--- src/adcio_pkg.sv ---
// shared constants for the quad converter serial i/o block
// assumes a 250 MHz system clock; pins arrive asynchronous
package adcio_pkg;
	localparam int CH_N = 4;
	localparam int RES_W = 16;
	localparam int CODE_W = 3;
	localparam int CFG_W = CH_N * CODE_W;
	localparam int CHID_W = 2;
	localparam int PAD_W = 3;
	localparam int WORD_W = RES_W + CHID_W + CODE_W + PAD_W;
	localparam int FRAME_W = CH_N * WORD_W;
	localparam int CNT_W = 16;
	localparam int CLK_NS = 4;
	localparam int CONV_TIME_NS = 500;
	// least time, so round up
	localparam int CONV_CYC = (CONV_TIME_NS + CLK_NS - 1) / CLK_NS;
	localparam int ADDR_W = 8;
	localparam logic [ADDR_W-1:0] OFS_CONV = 8'h00;
	localparam logic [ADDR_W-1:0] OFS_STATUS = 8'h04;
	localparam logic [ADDR_W-1:0] OFS_CONFIG = 8'h08;
	localparam logic [ADDR_W-1:0] OFS_SAMPLE0 = 8'h10;
	localparam logic [CFG_W-1:0] CFG_RST = 12'hfff;
	localparam logic [CODE_W-1:0] CODE_OFF = 3'h0;
	localparam int CODE_BIPOLAR_BIT = 1;
	localparam int ST_BUSY = 0;
	localparam int ST_PWR_DN = 1;
	localparam int ST_LVDS = 2;
	localparam int ST_CFG_LSB = 16;
	localparam logic [1:0] RESP_OK = 2'h0;
	localparam logic [1:0] RESP_ERR = 2'h2;
	localparam logic [2:0] SEL_CONV = 3'h0;
	localparam logic [2:0] SEL_STATUS = 3'h1;
	localparam logic [2:0] SEL_CONFIG = 3'h2;
	localparam logic [2:0] SEL_SAMPLE = 3'h3;
	localparam logic [2:0] SEL_NONE = 3'h7;
	typedef enum logic [2:0] {
		ADCIO_IDLE = 3'b001,
		ADCIO_CONV = 3'b010,
		ADCIO_DONE = 3'b100
	} adcio_state_e;
endpackage : adcio_pkg

--- src/adcio_sync.sv ---
// two flip-flop level synchroniser
// assumes inputs are asynchronous to aclk
`timescale 1ns/1ps
module adcio_sync #(
	parameter int W = 1
) (
	input wire logic aclk,
	input wire logic aresetn,
	input wire logic [W-1:0] d,
	output logic [W-1:0] q
);
	logic [W-1:0] meta_q;
	always_ff @(posedge aclk) begin
		if (!aresetn) begin
			meta_q <= '0;
			q <= '0;
		end else begin
			meta_q <= d;
			q <= meta_q;
		end
	end
endmodule : adcio_sync

--- src/adcio_conv.sv ---
// conversion engine: freezes samples and range codes, times the conversion
// assumes start is a one-cycle pulse only issued while idle
`timescale 1ns/1ps
module adcio_conv (
	input wire logic aclk,
	input wire logic aresetn,
	input wire logic clr,
	input wire logic start,
	input wire logic [adcio_pkg::CNT_W-1:0] conv_cycles,
	input wire logic [adcio_pkg::CH_N*adcio_pkg::RES_W-1:0] samples,
	input wire logic [adcio_pkg::CFG_W-1:0] codes,
	output logic busy,
	output logic [adcio_pkg::CH_N*adcio_pkg::RES_W-1:0] results,
	output logic [adcio_pkg::CFG_W-1:0] codes_used
);
	localparam int RW = adcio_pkg::RES_W;
	localparam int CW = adcio_pkg::CODE_W;
	adcio_pkg::adcio_state_e state_q;
	adcio_pkg::adcio_state_e state_d;
	logic [adcio_pkg::CNT_W-1:0] cnt_q;
	logic [adcio_pkg::CH_N*RW-1:0] samp_q;
	logic [adcio_pkg::CH_N*RW-1:0] res_d;
	wire cnt_end = (cnt_q <= 16'h0001);

	function automatic logic [RW-1:0] fmt(input logic [RW-1:0] s, input logic [CW-1:0] c);
		logic [RW-1:0] r;
		r = '0;
		if (c == adcio_pkg::CODE_OFF)
			r = '0;
		else if (c[adcio_pkg::CODE_BIPOLAR_BIT])
			r = s;
		else if (!s[RW-1])
			r = {s[RW-2:0], 1'b0};
		return r;
	endfunction : fmt

	for (genvar i = 0; i < adcio_pkg::CH_N; i++) begin : g_ch
		assign res_d[i*RW +: RW] = fmt(samp_q[i*RW +: RW], codes_used[i*CW +: CW]);
	end

	always_comb begin
		state_d = state_q;
		case (state_q)
			adcio_pkg::ADCIO_IDLE: if (start) state_d = adcio_pkg::ADCIO_CONV;
			adcio_pkg::ADCIO_CONV: if (cnt_end) state_d = adcio_pkg::ADCIO_DONE;
			adcio_pkg::ADCIO_DONE: state_d = adcio_pkg::ADCIO_IDLE;
			default: state_d = adcio_pkg::ADCIO_IDLE;
		endcase
	end

	assign busy = (state_q != adcio_pkg::ADCIO_IDLE);

	always_ff @(posedge aclk) begin
		if (!aresetn || clr) begin
			state_q <= adcio_pkg::ADCIO_IDLE;
			cnt_q <= '0;
			samp_q <= '0;
			codes_used <= adcio_pkg::CFG_RST;
			results <= '0;
		end else begin
			state_q <= state_d;
			if (start && state_q == adcio_pkg::ADCIO_IDLE) begin
				samp_q <= samples;
				codes_used <= codes;
				cnt_q <= conv_cycles;
			end else if (cnt_q != '0) begin
				cnt_q <= cnt_q - 16'h0001;
			end
			if (state_q == adcio_pkg::ADCIO_DONE)
				results <= res_d;
		end
	end
endmodule : adcio_conv

--- src/adcio_top.sv ---
// serial i/o and range configuration of a quad simultaneous-sampling converter
// assumes async pins synchronised here; axi4-lite master on aclk
`timescale 1ns/1ps
module adcio_top #(
	parameter logic [adcio_pkg::CNT_W-1:0] CONV_CYCLES = adcio_pkg::CONV_CYC[adcio_pkg::CNT_W-1:0]
) (
	input wire logic aclk,
	input wire logic aresetn,
	input wire logic [adcio_pkg::ADDR_W-1:0] s_axi_awaddr,
	input wire logic s_axi_awvalid,
	output logic s_axi_awready,
	input wire logic [31:0] s_axi_wdata,
	input wire logic [3:0] s_axi_wstrb,
	input wire logic s_axi_wvalid,
	output logic s_axi_wready,
	output logic [1:0] s_axi_bresp,
	output logic s_axi_bvalid,
	input wire logic s_axi_bready,
	input wire logic [adcio_pkg::ADDR_W-1:0] s_axi_araddr,
	input wire logic s_axi_arvalid,
	output logic s_axi_arready,
	output logic [31:0] s_axi_rdata,
	output logic [1:0] s_axi_rresp,
	output logic s_axi_rvalid,
	input wire logic s_axi_rready,
	input wire logic shift_clock_in,
	input wire logic cs_n_in,
	input wire logic config_serial_in,
	input wire logic convert_strobe,
	input wire logic power_down_in,
	input wire logic lvds_mode_in,
	output logic [adcio_pkg::CH_N-1:0] result_lane_out,
	output logic [adcio_pkg::CH_N-1:0] result_lane_oe,
	output logic result_lane_lvds_out,
	output logic result_lane_lvds_oe,
	output logic echo_clock_out,
	output logic echo_clock_oe,
	output logic config_pos_term_en,
	output logic busy_out
);
	localparam int CH = adcio_pkg::CH_N;
	localparam int WW = adcio_pkg::WORD_W;
	localparam int FW = adcio_pkg::FRAME_W;
	localparam int RW = adcio_pkg::RES_W;
	localparam int CW = adcio_pkg::CODE_W;
	localparam int NCFG = adcio_pkg::CFG_W;

	logic sck_s, cs_sel_s, cfg_bit_s, strobe_s, pwr_dn_s, lvds_s;
	logic sck_d_q, cs_act_q, strobe_d_q, pwr_dn_d_q, busy_d_q;
	logic [FW-1:0] frame_q, frame_d, frame_load, frame_cmos;
	logic [NCFG-1:0] cfg_sh_q, cfg_q;
	logic [3:0] cfg_cnt_q;
	logic echo_q, pwr_dn_armed_q;
	logic [adcio_pkg::CNT_W-1:0] conv_cyc_q;
	logic [RW-1:0] samp_q [CH];
	logic [CH*RW-1:0] samp_flat, results;
	logic [NCFG-1:0] codes_used;
	logic conv_busy;

	// select enters inverted: a synchroniser held in reset then reads as deselected,
	// so no false select edge and no enabled outputs around reset
	adcio_sync #(.W(6)) u_sync (
		.aclk(aclk),
		.aresetn(aresetn),
		.d({shift_clock_in, ~cs_n_in, config_serial_in, convert_strobe, power_down_in,
			lvds_mode_in}),
		.q({sck_s, cs_sel_s, cfg_bit_s, strobe_s, pwr_dn_s, lvds_s})
	);

	wire sck_rise = sck_s & ~sck_d_q;
	wire sck_fall = ~sck_s & sck_d_q;
	wire cs_act = cs_sel_s;
	wire cs_fall = cs_act & ~cs_act_q;
	wire cs_rise = ~cs_act & cs_act_q;
	wire busy_fall = ~conv_busy & busy_d_q;
	wire strobe_rise = strobe_s & ~strobe_d_q;
	wire pwr_dn_rise = pwr_dn_s & ~pwr_dn_d_q;
	wire lvds_edge = lvds_s & (sck_rise | sck_fall);
	wire cmos_adv = ~lvds_s & cs_act & sck_rise;
	wire lvds_adv = cs_act & lvds_edge;
	wire frame_ld = cs_fall | (busy_fall & cs_act);
	wire cfg_full = (cfg_cnt_q >= 4'(NCFG));
	wire conv_start = strobe_rise & ~pwr_dn_s & ~conv_busy;
	wire soft_rst = pwr_dn_rise & pwr_dn_armed_q;

	for (genvar i = 0; i < CH; i++) begin : g_ch
		localparam int HI = (CH - i) * WW;
		assign samp_flat[i*RW +: RW] = samp_q[i];
		assign frame_load[HI-1 -: WW] = {results[i*RW +: RW], 2'(i),
			codes_used[i*CW +: CW], {adcio_pkg::PAD_W{1'b0}}};
		// each lane shifts its own word
		assign frame_cmos[HI-1 -: WW] = {frame_q[HI-2 -: WW-1], 1'b0};
		assign result_lane_out[i] = frame_q[HI-1];
	end

	assign frame_d = frame_ld ? frame_load :
		lvds_adv ? {frame_q[FW-2:0], 1'b0} :
		cmos_adv ? frame_cmos : frame_q;

	adcio_conv u_conv (
		.aclk(aclk),
		.aresetn(aresetn),
		.clr(soft_rst),
		.start(conv_start),
		.conv_cycles(conv_cyc_q),
		.samples(samp_flat),
		.codes(cfg_q),
		.busy(conv_busy),
		.results(results),
		.codes_used(codes_used)
	);

	always_ff @(posedge aclk) begin
		if (!aresetn) begin
			{sck_d_q, cs_act_q, strobe_d_q, pwr_dn_d_q, busy_d_q} <= '0;
			frame_q <= '0;
		end else begin
			{sck_d_q, cs_act_q, strobe_d_q, pwr_dn_d_q, busy_d_q} <=
				{sck_s, cs_act, strobe_s, pwr_dn_s, conv_busy};
			frame_q <= frame_d;
		end
	end

	always_ff @(posedge aclk) begin
		if (!aresetn || soft_rst) begin
			cfg_sh_q <= '0;
			cfg_cnt_q <= '0;
			cfg_q <= adcio_pkg::CFG_RST;
		end else begin
			if (cs_fall)
				cfg_cnt_q <= '0;
			else if (cmos_adv || lvds_adv) begin
				cfg_sh_q <= {cfg_sh_q[NCFG-2:0], cfg_bit_s};
				if (!cfg_full)
					cfg_cnt_q <= cfg_cnt_q + 4'h1;
			end
			if (cs_rise && cfg_full)
				cfg_q <= cfg_sh_q;
		end
	end

	always_ff @(posedge aclk) begin
		if (!aresetn) begin
			echo_q <= 1'b0;
			pwr_dn_armed_q <= 1'b0;
		end else begin
			if (busy_fall && !lvds_s)
				echo_q <= 1'b0;
			else if (lvds_s)
				echo_q <= sck_s;
			else if (cmos_adv)
				echo_q <= ~echo_q;
			if (conv_start || soft_rst)
				pwr_dn_armed_q <= 1'b0;
			else if (pwr_dn_rise)
				pwr_dn_armed_q <= 1'b1;
		end
	end

	assign result_lane_oe = {CH{cs_act & ~lvds_s}};
	assign result_lane_lvds_oe = cs_act & lvds_s;
	assign echo_clock_oe = cs_act;
	assign result_lane_lvds_out = frame_q[FW-1];
	assign echo_clock_out = echo_q;
	assign config_pos_term_en = cs_act & lvds_s;
	assign busy_out = conv_busy;

	// register bus
	function automatic logic [2:0] reg_sel(input logic [adcio_pkg::ADDR_W-1:0] a);
		logic [2:0] s;
		s = adcio_pkg::SEL_NONE;
		if (a == adcio_pkg::OFS_CONV) s = adcio_pkg::SEL_CONV;
		else if (a == adcio_pkg::OFS_STATUS) s = adcio_pkg::SEL_STATUS;
		else if (a == adcio_pkg::OFS_CONFIG) s = adcio_pkg::SEL_CONFIG;
		else if (a >= adcio_pkg::OFS_SAMPLE0 && a < adcio_pkg::OFS_SAMPLE0 + 8'(CH * 4)
			&& a[1:0] == 2'h0) s = adcio_pkg::SEL_SAMPLE;
		return s;
	endfunction : reg_sel

	function automatic logic [15:0] strb16(input logic [15:0] o, input logic [31:0] d,
		input logic [3:0] s);
		return {s[1] ? d[15:8] : o[15:8], s[0] ? d[7:0] : o[7:0]};
	endfunction : strb16

	logic aw_hold_q, w_hold_q, bvalid_q, rvalid_q;
	logic [adcio_pkg::ADDR_W-1:0] awaddr_q;
	logic [31:0] wdata_q, rdata_q;
	logic [3:0] wstrb_q;
	logic [1:0] bresp_q, rresp_q;
	wire do_write = aw_hold_q & w_hold_q & ~bvalid_q;
	wire [2:0] wsel = reg_sel(awaddr_q);
	wire [2:0] rsel = reg_sel(s_axi_araddr);
	wire [1:0] widx = 2'(awaddr_q - adcio_pkg::OFS_SAMPLE0 >> 2);
	wire [1:0] ridx = 2'(s_axi_araddr - adcio_pkg::OFS_SAMPLE0 >> 2);
	wire [31:0] status_w = (32'(cfg_q) << adcio_pkg::ST_CFG_LSB) |
		(32'(lvds_s) << adcio_pkg::ST_LVDS) | (32'(pwr_dn_s) << adcio_pkg::ST_PWR_DN) |
		(32'(conv_busy) << adcio_pkg::ST_BUSY);
	wire [31:0] rmux = (rsel == adcio_pkg::SEL_CONV) ? 32'(conv_cyc_q) :
		(rsel == adcio_pkg::SEL_STATUS) ? status_w :
		(rsel == adcio_pkg::SEL_CONFIG) ? 32'(cfg_q) :
		(rsel == adcio_pkg::SEL_SAMPLE) ? 32'(samp_q[ridx]) : 32'h0000_0000;

	assign s_axi_awready = ~aw_hold_q;
	assign s_axi_wready = ~w_hold_q;
	assign s_axi_bvalid = bvalid_q;
	assign s_axi_bresp = bresp_q;
	assign s_axi_arready = ~rvalid_q;
	assign s_axi_rvalid = rvalid_q;
	assign s_axi_rdata = rdata_q;
	assign s_axi_rresp = rresp_q;

	always_ff @(posedge aclk) begin
		if (!aresetn) begin
			{aw_hold_q, w_hold_q, bvalid_q, rvalid_q} <= '0;
			awaddr_q <= '0;
			wdata_q <= '0;
			wstrb_q <= '0;
			{bresp_q, rresp_q} <= '0;
			rdata_q <= '0;
			conv_cyc_q <= CONV_CYCLES;
			for (int i = 0; i < CH; i++) samp_q[i] <= '0;
		end else begin
			if (s_axi_awvalid && !aw_hold_q) begin
				aw_hold_q <= 1'b1;
				awaddr_q <= s_axi_awaddr;
			end
			if (s_axi_wvalid && !w_hold_q) begin
				w_hold_q <= 1'b1;
				wdata_q <= s_axi_wdata;
				wstrb_q <= s_axi_wstrb;
			end
			if (do_write) begin
				bvalid_q <= 1'b1;
				bresp_q <= (wsel == adcio_pkg::SEL_NONE) ? adcio_pkg::RESP_ERR : adcio_pkg::RESP_OK;
				if (wsel == adcio_pkg::SEL_CONV)
					conv_cyc_q <= strb16(conv_cyc_q, wdata_q, wstrb_q);
				if (wsel == adcio_pkg::SEL_SAMPLE)
					samp_q[widx] <= strb16(samp_q[widx], wdata_q, wstrb_q);
			end
			if (bvalid_q && s_axi_bready) begin
				bvalid_q <= 1'b0;
				aw_hold_q <= 1'b0;
				w_hold_q <= 1'b0;
			end
			if (s_axi_arvalid && !rvalid_q) begin
				rvalid_q <= 1'b1;
				rdata_q <= rmux;
				rresp_q <= (rsel == adcio_pkg::SEL_NONE) ? adcio_pkg::RESP_ERR : adcio_pkg::RESP_OK;
			end else if (rvalid_q && s_axi_rready) begin
				rvalid_q <= 1'b0;
			end
		end
	end
endmodule : adcio_top

--- config.mk ---
export PLATFORM = sky130hd
export DESIGN_NAME = adcio_top
export DESIGN_NICKNAME = d
export VERILOG_FILES = /design/src/adcio_pkg.sv /design/src/adcio_sync.sv /design/src/adcio_conv.sv /design/src/adcio_top.sv
export SDC_FILE = /design/constraint.sdc
export NUM_CORES = 1
export LEC_CHECK = 0
export BUFFER_PORTS_ARGS = -buffer_cell sky130_fd_sc_hd__buf_2
export CAP_MARGIN = 25
export CORE_MARGIN = 1
export CORE_UTILIZATION = 42
export DETAILED_ROUTE_END_ITERATION = 16
export SLEW_MARGIN = 20
export SYNTH_ARGS = -nofsm -noshare
export SYNTH_HDL_FRONTEND = slang
export SYNTH_SLANG_ARGS = --single-unit
--- constraint.sdc ---
create_clock -name aclk -period 2.5 [get_ports aclk]
set_clock_uncertainty 0.2 [all_clocks]
set_input_delay 0.25 -clock aclk [delete_from_list [all_inputs] [get_ports aclk]]
set_output_delay 0.25 -clock aclk [all_outputs]
set_load 0.02 [all_outputs]
==> load_flow_metrics.sql <==
INSERT INTO impl_metrics (metric_group, metric, value, unit) VALUES
('global_route', 'maximum_number_of_pins_on_one_net_before_global_route_repair', '95', ''),
('critical_path', 'crit_path_top_delay_cell', 'sky130_fd_sc_hd__dlygate4sd3_1', ''),
('global_route', 'antenna_found_initial', '1', ''),
('timing', 'timing.final.crit_period', '2.33', 'ns'),
('timing', 'maxClockFrequency', '0.430', 'GHz'),
('critical_path', 'timing.critical_path.mode_cell', 'sky130_fd_sc_hd__dlygate4sd3_1', ''),
('clock_tree', 'cts.htree.levels', '2', ''),
('routing', 'routed_via_density', '5.36', ''),
('global_route', 'grt_pass1_wl', '75.0', 'mm'),
('clock_tree', 'clock_path_buffers', '3', ''),
('routing', 'drc', '0', ''),
('synth', 'syn_inst', '2044', ''),
('synth', 'synth_largest_area_cell', 'sky130_fd_sc_hd__dfxtp_1', ''),
('die', 'die_width', '209', 'um'),
('critical_path', 'timing.critical_path.to_type', 'flop', ''),
('routing', 'detailedRoute.firstIterationViolations', '1037', ''),
('synth', 'synth_enable_flop_cells', '64', ''),
('die', 'die_height', '209', 'um'),
('clock_tree', 'cts_tree', 'yes', ''),
('job', 'cap_viol_max_count', '0', ''),
('routing', 'route.detailed.wl_per_inst', '17.5', 'um'),
('timing', 'holdWs', '0.0210', 'ns'),
('timing', 'hold_viol_final', '0', ''),
('clock_tree', 'root_buffer', 'sky130_fd_sc_hd__clkbuf_16', ''),
('timing', 'timing_worst_slew_pin_value', '0.909', 'ns'),
('routing', 'ant_nets', '0', ''),
('layout', 'seq_area', '9430', 'um2'),
('clock_tree', 'worst_setup_hold_path_clk_slew', '0.06', 'ns'),
('synth', 'flops_latches_synth', '439', ''),
('layout', 'drive_above_1_share', '0.127', ''),
('global_route', 'globalRouteOverflowTotal', '0', ''),
('place', 'placed_area', '19100', 'um2'),
('critical_path', 'path_delay_family', 'buffers and inverters', ''),
('global_route', 'grt_usage', '0.217', ''),
('die', 'initial_utilization', '0.426', ''),
('layout', 'multi_input_area', '7770', 'um2'),
('power', 'power_per_cell_area', '773', 'nW/um2'),
('critical_path', 'timing.critical_path.required', '2.80', 'ns'),
('power', 'power.leakage', '7.90', 'nW'),
('die', 'num_rows', '75', ''),
('routing', 'drtPass1Iterations', '5', ''),
('global_route', 'grt_pass1_vias', '13800', ''),
('timing', 'grt_setup_unrepaired', 'no', ''),
('synth', 'synth.most_common_cell', 'sky130_fd_sc_hd__nand2_1', ''),
('layout', 'filler_cell_count', '3990', ''),
('synth', 'netlist_top_cells_area', 'sky130_fd_sc_hd__dfxtp_1 (42%), sky130_fd_sc_hd__edfxtp_1 (11%), sky130_fd_sc_hd__nand2_1 (10%), sky130_fd_sc_hd__nor2_1 (4.8%), sky130_fd_sc_hd__a21oi_1 (4.7%)', ''),
('place', 'detailed_place_hpwl', '32.6', 'mm'),
('synth', 'avgSynthCellArea', '8.77', 'um2'),
('clock_tree', 'worstSkewPairLatency', '0.58', 'ns'),
('synth', 'synth_seq_area_share', '0.526', ''),
('run_status', 'run_status', 'finished clean', ''),
('place', 'numPortBuffers', '95', ''),
('critical_path', 'ordered_cell_list_for_the_critical_path', 'dlygate4sd3_1, buf_2, nor2_1, dlygate4sd3_1, nand3_1, dlygate4sd3_1, o211ai_1, nor3b_1', ''),
('timing', 'slew-limit-headroom', '0.392', ''),
('critical_path', 'critical_path_buf_inv_count', '4', ''),
('clock_tree', 'post_cts_setup_buffer_count', '0', ''),
('synth', 'yosys.area.top_type_share', '0.419', ''),
('critical_path', 'cp-start-kind', 'input port', ''),
('die', 'floorplan.die_area', '43500', 'um2'),
('hold_path', 'timing.hold.worst.class', 'input port to flop', ''),
('synth', 'ys_dominant_reg_cell', 'sky130_fd_sc_hd__dfxtp_1', ''),
('global_route', 'globalRouteMet2Util', '0.339', ''),
('routing', 'route.final.wire_length', '47.4', 'mm'),
('routing', 'via_count', '14500', ''),
('global_route', 'grt_use_met1', '0.303', ''),
('clock_tree', 'numClockSinks', '439', ''),
('global_route', 'grtUsageMet3', '0.0364', ''),
('clock_tree', 'cts_made_buffers', '46', ''),
('die', 'coreArea', '42000', 'um2'),
('timing', 'setup_viol_count_final', '0', ''),
('timing', 'timing.setup.tns', '0', 'ns');
==> per-layer routing <==
layer  share of wire  up-vias
met5               0        -
met4           0.024        0
met3           0.055       72
met2            0.45      349
met1            0.47     6907
li1                -     7209
==> kinds of logic after synthesis <==
group / share of synthesized area
AND/OR/NAND/NOR: 0.223
flip-flops: 0.526
AO/OA/AOI/OAI: 0.155
buffers and inverters: 0.0442
multiplexers: 0.0420
XOR/XNOR: 0.00587
adder cells (fa/ha/maj): 0.00279
other: 0.000209
==> registers in the layout, summed over array words and instances (netlist names), 2 cells and up <==
name               flops
wdata_q               16
wstrb_q                2
u_conv.cnt_q          16
u_conv.samp_q         64
cfg_q                 12
samp_q                64
awaddr_q               8
frame_q               93
s_axi_rdata           28
u_sync.meta_q          6
u_sync.q               6
cfg_cnt_q              4
u_conv.codes_used     12
u_conv.results        64
conv_cyc_q            16
cfg_sh_q              12
u_conv.state_q         3
==> final timing paths <==
| path | startpoint | to | slack (ns) | cells past startpoint |
|---|---|---|---|---|
| setup / recovery | s_axi_araddr[0] | s_axi_rdata[0]$_SDFFE_PN0P_ | 0.17 | 8 |
| hold / removal | s_axi_araddr[6] | s_axi_rresp[1]$_SDFFE_PN0P_ | 0.02 | 5 |
| setup reg to reg | awaddr_q[0]$_SDFFE_PN0P_ | samp_q[0][9]$_SDFFCE_PN0P_ | 0.19 | 5 |
| hold reg to reg | u_sync.meta_q[1]$_SDFF_PN0_ | u_sync.q[1]$_SDFF_PN0_ | 0.24 | 1 |
==> where the power goes <==
part,switching (mW),internal [mW]
Combinational,1.01,0.753
Clock,2.79,3.96
Sequential,0.283,7.46
==> tightest hold or removal path: stages <==
cell and delay [ns]:
sky130_fd_sc_hd__buf_2 0.08, sky130_fd_sc_hd__nor3_1 0.05, sky130_fd_sc_hd__nand2_1 0.16, sky130_fd_sc_hd__a31oi_1 0.08, sky130_fd_sc_hd__a21oi_1 0.14
==> what timing repair did <==
action | in CTS | in global routing
hold buffers | 44 | 0
setup endpoints to repair | 0 | 1
gates resized for setup | 0 | 1
endpoints found under the hold margin | 46 | 0
==> metrics by stage <==
step | utilization | power [mW] | instances | setup slack, ns
detailed placement | 0.453 | 9.58 | 2582 | 0.201
CTS | 0.500 | 16.4 | 2709 | 0.0397
finish | 0.500 | 16.2 | 2710 | 0.174
global placement | 0.453 | 9.54 | 2581 | 0.267
floorplan | - | 9.02 | 2049 | 0.0612
global route | 0.500 | 16.9 | 2709 | 0.00840
==> cell type report <==
cell class,instances,share of cell area
multi-input combinational,1417,0.370
clock buffer,72,0.0687
clock inverter,11,0.00292
inverter,27,0.00482
timing repair buffer,204,0.0728
tap,539,0.0321
sequential,439,0.449
antenna,1,0.000119
==> placed cells by master (no fill, tap or decap), drive strengths merged, types with 16 or more instances in the layout <==
cell type,count
a22o,30
o21ai,38
dfxtp,375
a21boi,19
nor3,25
inv,28
mux4,16
nand3,39
nor2b,33
a21oi,169
clkbuf,72
dlygate4sd3,44
buf,160
a22oi,55
nor2,229
a311oi,72
edfxtp,64
mux2i,29
nor3b,35
and2,35
nand2,493
Power figures use the tool's default switching activity.
